### src/logic/cpio_pkg.sv
// package: constants and carrier types of the card punch i/o handshake
package cpio_pkg;

  // ==================================================================
  // widths and host word layout (bit n of the host word at index 16-n)
  localparam int HW_W      = 16;
  localparam int CHAR_W    = 12;
  localparam int HW_BIT01  = 15;
  localparam int HW_BIT04  = 12;
  localparam int HW_BIT14  = 2;
  localparam int HW_BIT15  = 1;
  localparam int HW_BIT16  = 0;
  localparam int STAT_BUSY = 15;
  localparam int STAT_STATUS_INTERRUPT = 14;
  localparam int STAT_DATA_INTERRUPT = 13;

  // ==================================================================
  // host port addresses
  localparam logic [0:0] ADDR_DATA = 1'h0;
  localparam logic [0:0] ADDR_CTRL = 1'h1;

  // ==================================================================
  // timing: one delay stage per 1 us tick at a 40 ns clock
  localparam int CLK_NS    = 40;
  localparam int TICK_NS   = 1000;
  localparam int SETUP_NS  = 1000;
  localparam int TICK_CYC  = (TICK_NS + CLK_NS - 1) / CLK_NS;
  localparam int SETUP_CYC = (SETUP_NS + CLK_NS - 1) / CLK_NS;
  localparam int PRESC_W   = 5;
  typedef logic [PRESC_W-1:0] cpio_presc_t;
  localparam cpio_presc_t TICK_LAST = cpio_presc_t'(TICK_CYC - 1);
  localparam cpio_presc_t PRESC_ONE = 5'h01;
  localparam logic [7:0]  CNT_ONE   = 8'h01;
  localparam logic [7:0]  CNT_MAX   = 8'hff;

  // ==================================================================
  // carriers
  typedef struct packed {
    logic              wr;
    logic              rd;
    logic [0:0]        addr;
    logic [HW_W-1:0]   wdata;
  } cpio_hreq_t;

  typedef struct packed {
    logic              cip_n;
    logic              req_n;
    logic              prt_n;
    logic              rcv_n;
    logic              rbf_n;
    logic              operator_request_n_n;
    logic              pon_n;
    logic [CHAR_W-1:0] rdata;
  } cpio_pin_in_t;

  localparam int PIN_IN_W = $bits(cpio_pin_in_t);
  localparam logic [PIN_IN_W-1:0] PIN_IN_IDLE = '1;

  typedef struct packed {
    logic [CHAR_W-1:0] data;
    logic              start_cycle_strobe_n;
    logic              transfer_pulse_n;
    logic              clear_read_buffer_n;
    logic              operator_alert_n;
  } cpio_pin_out_t;

  typedef struct packed {
    cpio_pin_out_t     pout;
    logic [HW_W-1:0]   host_rdata;
    logic              data_interrupt;
    logic              status_interrupt;
    logic              cycle_complete_n;
    cpio_presc_t       presc;
    logic              delay_stage_first;
    logic              delay_stage_second;
    logic              delay_stage_third;
    logic              strobe;
    logic              buf_ctrl;
    logic              load_input;
    logic              unload_input;
    logic              operator_alert_latch;
    logic              cycle_start_latch;
    logic              xfr_first;
    logic              xfr_second;
    logic              transfer_pulse;
    logic              cip_d;
    logic              operator_request_n_d;
  } cpio_state_t;

  localparam cpio_state_t STATE_RST = '{
    pout: '{data: '0, start_cycle_strobe_n: 1'b1, transfer_pulse_n: 1'b1,
            clear_read_buffer_n: 1'b1, operator_alert_n: 1'b1},
    cycle_start_latch: 1'b1,
    default: '0
  };

endpackage : cpio_pkg

### src/logic/cpio_sync.sv
// module: three-flop input synchroniser with agreement filter
`timescale 1ns/1ps
`default_nettype none

module cpio_sync #(
  parameter int              W   = 1,
  parameter logic [W-1:0]    IDLE = '0
) (
  input  wire logic          sys_clk,
  input  wire logic          rst_n,
  input  wire logic [W-1:0]  din,
  output logic [W-1:0]       dout
);

  typedef struct packed {
    logic [W-1:0] meta;
    logic [W-1:0] mid;
    logic [W-1:0] last;
    logic [W-1:0] q;
  } cpio_sync_t;

  cpio_sync_t s;
  cpio_sync_t next_s;

  // ==================================================================
  // shift chain; a bit counts once stages two and three agree
  always_comb
  begin
    next_s      = s;
    next_s.meta = din;
    next_s.mid  = s.meta;
    next_s.last = s.mid;
    for (int i = 0; i < W; i++)
    begin
      if (s.mid[i] == s.last[i])
      begin
        next_s.q[i] = s.last[i];
      end
    end
  end

  always_ff @(posedge sys_clk or negedge rst_n)
  begin
    if (!rst_n)
    begin
      s <= '{meta: IDLE, mid: IDLE, last: IDLE, q: IDLE};
    end
    else
    begin
      s <= next_s;
    end
  end

  assign dout = s.q;

endmodule : cpio_sync

`default_nettype wire

### src/logic/cpio_ctrl.sv
// module: card punch i/o handshake control, top level
//
// Contract
// - Set motion lines, then drive start strobe low; peripheral latches, enters state 1.
// - Char request in load phase raises the data interrupt; code does so only if load was asked in control word.
// - Host character write: buffer, drive lines, clear interrupt, send transfer pulse.
// - Unload phase raises data interrupt only if unload was asked in control word.
// - Host read in unload: clear interrupt, return character, send transfer pulse.
// - Control word bit 04 during unload drives clear-read-buffer low.
// - Operator request raises the status interrupt.
// - Control word bit 1 drives operator alert low.
// - Every host write loads word bits 05..16 into output buffer at once.
// - Data held until next write; control bits until cycle starts; reset clears.
// - Motion data stable at least 1 us before start strobe falls.
// - Start write (bit 16, not 04) runs three-stage delay to the strobe.
// - Cycle-in-progress clears first stage; strobe drops three stages later.
// - Output buffer cleared on the edge that drops the start strobe; code does so only if it holds control bits and no write comes.
// - Power-on hold suppresses the start strobe.
// - Busy status from control word until peripheral finishes.
// - Transfer pulse rises two clocks after the data interrupt clears.
// - Transfer pulse held until request or read-valid is released.
`timescale 1ns/1ps
`default_nettype none

module cpio_ctrl (
  input  wire logic                   sys_clk,
  input  wire logic                   nrst,
  input  wire cpio_pkg::cpio_hreq_t   hreq,
  output logic [cpio_pkg::HW_W-1:0]   host_rdata,
  output logic                        data_interrupt,
  output logic                        status_interrupt,
  output logic                        cycle_complete_n,
  input  wire cpio_pkg::cpio_pin_in_t pin_in,
  output cpio_pkg::cpio_pin_out_t     pin_out
);

  // ==================================================================
  // reset release
  logic [1:0]                        rst_pipe;
  logic                              rst_n;

  always_ff @(posedge sys_clk or negedge nrst)
  begin
    if (!nrst)
    begin
      rst_pipe <= 2'h0;
    end
    else
    begin
      rst_pipe <= {rst_pipe[0], 1'b1};
    end
  end

  assign rst_n = rst_pipe[1];

  // ==================================================================
  // pin synchronisers
  logic [cpio_pkg::PIN_IN_W-1:0]     pin_q;
  cpio_pkg::cpio_pin_in_t            pin;

  cpio_sync #(
    .W    (cpio_pkg::PIN_IN_W),
    .IDLE (cpio_pkg::PIN_IN_IDLE)
  ) u_sync (
    .sys_clk (sys_clk),
    .rst_n   (rst_n),
    .din     (pin_in),
    .dout    (pin_q)
  );

  assign pin = cpio_pkg::cpio_pin_in_t'(pin_q);

  // ==================================================================
  // host port decode
  function automatic logic hit(input cpio_pkg::cpio_hreq_t r, input logic is_wr, input logic [0:0] a);
    hit = (is_wr ? r.wr : r.rd) && (r.addr == a);
  endfunction : hit

  cpio_pkg::cpio_state_t             s;
  cpio_pkg::cpio_state_t             next_s;
  logic                              cip;
  logic                              unload;
  logic                              req;
  logic                              prt;
  logic                              rcv;
  logic                              operator_request_n;
  logic                              pon;
  logic                              tick;
  logic                              ctrl_wr;
  logic                              data_wr;
  logic                              data_rd;
  logic                              stat_rd;
  logic                              start_wr;
  logic                              want_data_interrupt;
  logic                              xfr_busy;
  logic                              take;
  logic                              released;
  logic [cpio_pkg::HW_W-1:0]         stat_word;

  always_comb
  begin
    cip       = !pin.cip_n;
    unload    = !pin.rbf_n;
    req       = !pin.req_n;
    prt       = !pin.prt_n;
    rcv       = !pin.rcv_n;
    operator_request_n     = !pin.operator_request_n_n;
    pon       = pin.pon_n;
    ctrl_wr   = hit(hreq, 1'b1, cpio_pkg::ADDR_CTRL);
    data_wr   = hit(hreq, 1'b1, cpio_pkg::ADDR_DATA);
    data_rd   = hit(hreq, 1'b0, cpio_pkg::ADDR_DATA);
    stat_rd   = hit(hreq, 1'b0, cpio_pkg::ADDR_CTRL);
    start_wr  = ctrl_wr && hreq.wdata[cpio_pkg::HW_BIT16] && !hreq.wdata[cpio_pkg::HW_BIT04];
    tick      = (s.presc == cpio_pkg::TICK_LAST);
    xfr_busy  = s.xfr_first || s.xfr_second || s.transfer_pulse;
    want_data_interrupt = (req && !prt && s.load_input) || (req && prt) || (rcv && unload && s.unload_input);
    take      = s.data_interrupt && (unload ? data_rd : data_wr);
    released  = unload ? pin.rcv_n : pin.req_n;
    stat_word = '0;
    stat_word[cpio_pkg::STAT_BUSY] = s.cycle_complete_n;
    stat_word[cpio_pkg::STAT_STATUS_INTERRUPT] = s.status_interrupt;
    stat_word[cpio_pkg::STAT_DATA_INTERRUPT] = s.data_interrupt;
  end

  // ==================================================================
  // next state
  always_comb
  begin
    next_s            = s;
    next_s.presc      = tick ? '0 : s.presc + cpio_pkg::PRESC_ONE;
    next_s.host_rdata = '0;
    next_s.cip_d      = cip;
    next_s.operator_request_n_d    = operator_request_n;

    // host reads answer in the following cycle only
    if (data_rd)
    begin
      next_s.host_rdata[cpio_pkg::CHAR_W-1:0] = pin.rdata;
    end
    else if (stat_rd)
    begin
      next_s.host_rdata = stat_word;
    end

    // output buffer, control word fields
    if (!cip)
    begin
      next_s.pout.clear_read_buffer_n = 1'b1;
    end
    if (s.cip_d && !cip)
    begin
      next_s.operator_alert_latch = 1'b0;
    end
    if (hreq.wr)
    begin
      next_s.pout.data = hreq.wdata[cpio_pkg::CHAR_W-1:0];
      next_s.buf_ctrl  = ctrl_wr;
    end
    if (ctrl_wr)
    begin
      if (hreq.wdata[cpio_pkg::HW_BIT04])
      begin
        if (unload)
        begin
          next_s.pout.clear_read_buffer_n = 1'b0;
        end
      end
      else
      begin
        next_s.load_input           = hreq.wdata[cpio_pkg::HW_BIT14];
        next_s.unload_input         = hreq.wdata[cpio_pkg::HW_BIT15];
        next_s.operator_alert_latch = hreq.wdata[cpio_pkg::HW_BIT01];
      end
    end

    // start strobe delay chain
    if (start_wr)
    begin
      next_s.delay_stage_first = 1'b1;
      next_s.presc             = '0;
    end
    else if (cip)
    begin
      next_s.delay_stage_first = 1'b0;
    end
    if (tick)
    begin
      next_s.delay_stage_second = s.delay_stage_first;
      next_s.delay_stage_third  = s.delay_stage_second;
      next_s.strobe             = s.delay_stage_third;
    end
    if (!pon)
    begin
      next_s.strobe = 1'b0;
    end
    if (s.strobe && !next_s.strobe && s.buf_ctrl && !hreq.wr)
    begin
      next_s.pout.data = '0;
      next_s.buf_ctrl  = 1'b0;
    end

    // cycle start latch and busy status
    if (start_wr)
    begin
      next_s.cycle_start_latch = 1'b0;
    end
    else if (cip && (s.strobe || s.operator_alert_latch))
    begin
      next_s.cycle_start_latch = 1'b1;
    end
    next_s.cycle_complete_n = !next_s.cycle_start_latch || cip;

    // status interrupt: set wins over the status read
    if (stat_rd)
    begin
      next_s.status_interrupt = 1'b0;
    end
    if ((operator_request_n && !s.operator_request_n_d) || (s.cycle_complete_n && !next_s.cycle_complete_n))
    begin
      next_s.status_interrupt = 1'b1;
    end

    // transfer pulse chain
    next_s.xfr_second = s.xfr_first;
    if (s.xfr_second)
    begin
      next_s.transfer_pulse = 1'b1;
    end
    if (s.transfer_pulse)
    begin
      next_s.xfr_first  = 1'b0;
      next_s.xfr_second = 1'b0;
      if (released)
      begin
        next_s.transfer_pulse = 1'b0;
      end
    end

    // data interrupt level
    if (take)
    begin
      next_s.data_interrupt = 1'b0;
      next_s.xfr_first      = 1'b1;
    end
    else if (want_data_interrupt && !xfr_busy && !s.data_interrupt)
    begin
      next_s.data_interrupt = 1'b1;
    end

    next_s.pout.start_cycle_strobe_n = !next_s.strobe;
    next_s.pout.transfer_pulse_n     = !next_s.transfer_pulse;
    next_s.pout.operator_alert_n     = !next_s.operator_alert_latch;
  end

  always_ff @(posedge sys_clk or negedge rst_n)
  begin
    if (!rst_n)
    begin
      s <= cpio_pkg::STATE_RST;
    end
    else
    begin
      s <= next_s;
    end
  end

  assign host_rdata       = s.host_rdata;
  assign data_interrupt   = s.data_interrupt;
  assign status_interrupt = s.status_interrupt;
  assign cycle_complete_n = s.cycle_complete_n;
  assign pin_out          = s.pout;

  // ==================================================================
  // checks
  logic [7:0] stable_cnt;

  always_ff @(posedge sys_clk or negedge rst_n)
  begin
    if (!rst_n)
    begin
      stable_cnt <= '0;
    end
    else if (next_s.pout.data != s.pout.data)
    begin
      stable_cnt <= '0;
    end
    else if (stable_cnt != cpio_pkg::CNT_MAX)
    begin
      stable_cnt <= stable_cnt + cpio_pkg::CNT_ONE;
    end
  end
endmodule : cpio_ctrl

`default_nettype wire

### config.mk
export PLATFORM = sky130hd
export DESIGN_NAME = cpio_ctrl
export DESIGN_NICKNAME = d
export VERILOG_FILES = /design/src/logic/cpio_pkg.sv /design/src/logic/cpio_sync.sv /design/src/logic/cpio_ctrl.sv
export SDC_FILE = /design/constraint.sdc
export NUM_CORES = 1
export LEC_CHECK = 0
export BUFFER_PORTS_ARGS = -buffer_cell sky130_fd_sc_hd__buf_2
export CORE_MARGIN = 3
export CORE_UTILIZATION = 25
export DETAILED_ROUTE_END_ITERATION = 6
export GPL_TIMING_DRIVEN = 0
export PLACE_DENSITY_LB_ADDON = 0.25
export SETUP_SLACK_MARGIN = 0.15
export SYNTH_ARGS = -nofsm -noshare
export SYNTH_HDL_FRONTEND = slang
export SYNTH_HIERARCHICAL = 1
export SYNTH_SLANG_ARGS = --single-unit
### constraint.sdc
create_clock -name sys_clk -period 11.1 [get_ports sys_clk]
set_clock_uncertainty 0.15 [all_clocks]
set_input_delay 1.11 -clock sys_clk [delete_from_list [all_inputs] [get_ports sys_clk]]
set_output_delay 1.11 -clock sys_clk [all_outputs]
set_load 0.005 [all_outputs]
==> results.py <==
metrics = {
    "logic_synthesis": {
        "synth_edf_count": 0,
        "synth_area_per_cell_um2": 14.8,
        "synth.net_count": 363,
        "async_reset_ff_share_pct": 100,
        "synth_cells": 321,
        "synthesis.area_um2": 4750,
        "netlist-cell-type-count": 36,
        "number_of_warnings_issued_by_yosys": 6,
        "synth_sequential_area_ratio_pct": 71.1,
        "yosys_most_used_dff": "sky130_fd_sc_hd__dfstp_2",
        "yosys_register_bits": 131,
    },
    "hold_path": {
        "hp-class": "reg2async",
    },
    "setup_path": {
        "end_kind": "primary output",
        "rr_startpoint": "s[14]$_DFF_PN0_",
        "path_max_fanout": 2,
        "worst_reg2reg_path_endpoint": "pin_out[14]$_DFFE_PN0P_",
        "rr_worst_depth": 7,
        "r2r_slack_ps": 9410,
        "critical_path_arrival_ps": 1130,
        "timing.critical_path.from_type": "register",
        "critical_path_data_required_time_ps": 9840,
        "kind_of_critical_path": "reg2out",
    },
    "die": {
        "die_area_um2": 20700,
        "die_x_um": 144,
        "start_util_pct": 25.9,
        "die_h_um": 144,
        "placeable_core_region_um2": 18300,
        "floorplan.rows": 49,
        "ioPinCount": 75,
    },
    "cts": {
        "cts_tree": "yes",
        "cts_htree_levels": 4,
        "cts_max_path_buffers": 2,
        "clkTransAtPathRegs_ps": 60,
        "clkSinkCount": 131,
        "cts_setup_buffers": 0,
        "ctsRootBufferMaster": "sky130_fd_sc_hd__clkbuf_16",
        "clk_latency_ps": 420,
        "numCtsBuffers": 17,
        "cts_repair_resize_count": 0,
        "cts_hold_buffers": 0,
    },
    "power_and_ir_drop": {
        "vdd_drop_max_mv": 0.109,
        "power-per-cell-area_nw_per_um2": 205,
        "cellLeakagePower_uw": 0.00279,
    },
    "drt": {
        "post_drt_wl_per_cell_um": 12.2,
        "detail-route-antenna-nets": 0,
        "route.vias.total": 2459,
        "avgViaCountPerCell": 3.77,
        "detail_route.first_pass.iterations": 3,
        "drc": 0,
        "routed_wirelength_um": 7970,
        "drt-initial-drc-count": 113,
    },
    "cells_and_area": {
        "layout.cells.most_common_list": "sky130_fd_sc_hd__dfstp_2 (81), sky130_fd_sc_hd__buf_2 (72), sky130_fd_sc_hd__buf_4 (51)",
        "n_fill_cell": 1791,
        "postLayoutCoreUtil_pct": 32.8,
        "finish.net_count": 453,
        "final_layout_size_suffix_gt1_share_pct": 65.6,
        "syn2layout_area_growth_pct": 26.6,
        "num_antenna_cells": 0,
        "layout.cells.most_common": "sky130_fd_sc_hd__dfstp_2",
    },
    "placed_design": {
        "gpl.final_weighted_congestion": 0.724,
        "buffer_ports.inserted": 69,
        "dp_hpwl_um": 5450,
    },
    "global_route": {
        "grt_start_max_net_pins": 57,
        "via_count_of_the_first_global_routing_pass": 2689,
        "antenna_found_initial": 0,
        "first_pass_grt_wire_length_um": 13600,
        "grtUsageTotal_pct": 8.71,
        "grt.overflow.total": 0,
    },
    "timing": {
        "max_freq_mhz": 418,
        "rsz0062_at_grt": "no",
        "final_critical_path_required_period_ps": 2390,
        "fin_worst_hold_slack_ps": 86.8,
        "totalNegativeSetupSlack_ps": 0,
        "setup_viol": 0,
        "fin_crit_sh_pct": 21.5,
        "finalHoldViolCount": 0,
        "final-max-slew-violation-count": 0,
    },
    "flow_run": {
        "max_cap_viol_count": 0,
    },
    "status": {
        "run_status": "finished clean",
    },
}
-- worst max-delay path, stage by stage (launching register included) --
cell and delay (ps):
sky130_fd_sc_hd__dfstp_2 530, sky130_fd_sc_hd__buf_4 90, sky130_fd_sc_hd__buf_2 100
-- metrics by stage --
stage	setup slack, ps	std cells	instance area, um^2	power [uW]
2_1_floorplan	7170	321	4750	669
3_3_place_gp	5660	619	5390	707
3_5_place_dp	8630	621	5440	716
4_1_cts	8680	653	6020	1260
5_1_grt	8660	653	6020	1300
6_report	8710	653	6020	1240
-- Yosys cell counts, drive strengths merged (3+ instances only) --
master	instances	area (um^2)
mux2i	5	50.1
and2	13	81.3
o21ai	13	106
dfrtp	50	1250
dfstp	81	2130
mux2	5	56.3
nand3	4	20.0
nor2	9	33.8
maj3	19	214
nor2b	3	18.8
nand2b	13	81.3
inv	9	33.8
and3	3	23.8
nand2	18	67.6
buf	55	418
-- cells by family after synthesis --
family,count (synthesis),share of synthesized area [%]
AND/OR/NAND/NOR,68,7.90
buffers and inverters,66,9.66
multiplexers,10,2.24
AO/OA/AOI/OAI,20,3.37
adder cells (fa/ha/maj),21,5.03
flip-flops,131,71.1
XOR/XNOR,3,0.553
other,2,0.158
-- registers in the layout, summed over array words and instances (netlist names), 2 cells and up --
| signal | count |
|---|---|
| pin_out | 16 |
| u_sync/dout | 19 |
| s | 19 |
| u_sync/next_s | 38 |
| host_rdata | 15 |
| rst_pipe | 2 |
| u_sync/s | 19 |
-- report_power, final --
| group | internal (uW) | switching [uW] |
|---|---|---|
| Clock | 325 | 206 |
| Combinational | 73.1 | 52.2 |
| Sequential | 546 | 33.4 |
| Total | 944 | 292 |
-- cell type report --
class	instances	area [um^2]	share of cell area, %
Clock inverter	12	108	1.79
Inverter	9	33.8	0.561
Buffer	57	425	7.07
Clock buffer	20	467	7.75
Timing Repair Buffer	71	400	6.65
Tap cell	229	287	4.76
Multi-Input combinational cell	124	915	15.2
Sequential cell	131	3380	56.2
-- worst max path at each step --
| stage | from | end | slack (ps) | cells after the start |
|---|---|---|---|---|
| finish | pin_out[1]$_DFF_PN1_ | pin_out[1] | 8710 | 2 |
| global placement | rst_pipe[1]$_DFF_PN0_ | host_rdata[0]$_DFF_PN0_ | 5660 | 0 |
| global route | pin_out[1]$_DFF_PN1_ | pin_out[1] | 8660 | 2 |
| CTS | pin_out[1]$_DFF_PN1_ | pin_out[1] | 8680 | 2 |
| floorplan | rst_pipe[1]$_DFF_PN0_ | cycle_complete_n$_DFF_PN0_ | 7170 | 0 |
| detailed placement | hreq[17] | host_rdata[9]$_DFF_PN0_ | 8630 | 4 |
-- metal layers --
layer	routed length [um]	up-vias	global-route usage (%)
met4	248	0	5.50
met2	3790	49	12.6
met1	3520	1220	11.0
met5	0	-	0
met3	410	18	3.19
li1	-	1172	-
Power figures use the tool's default switching activity.
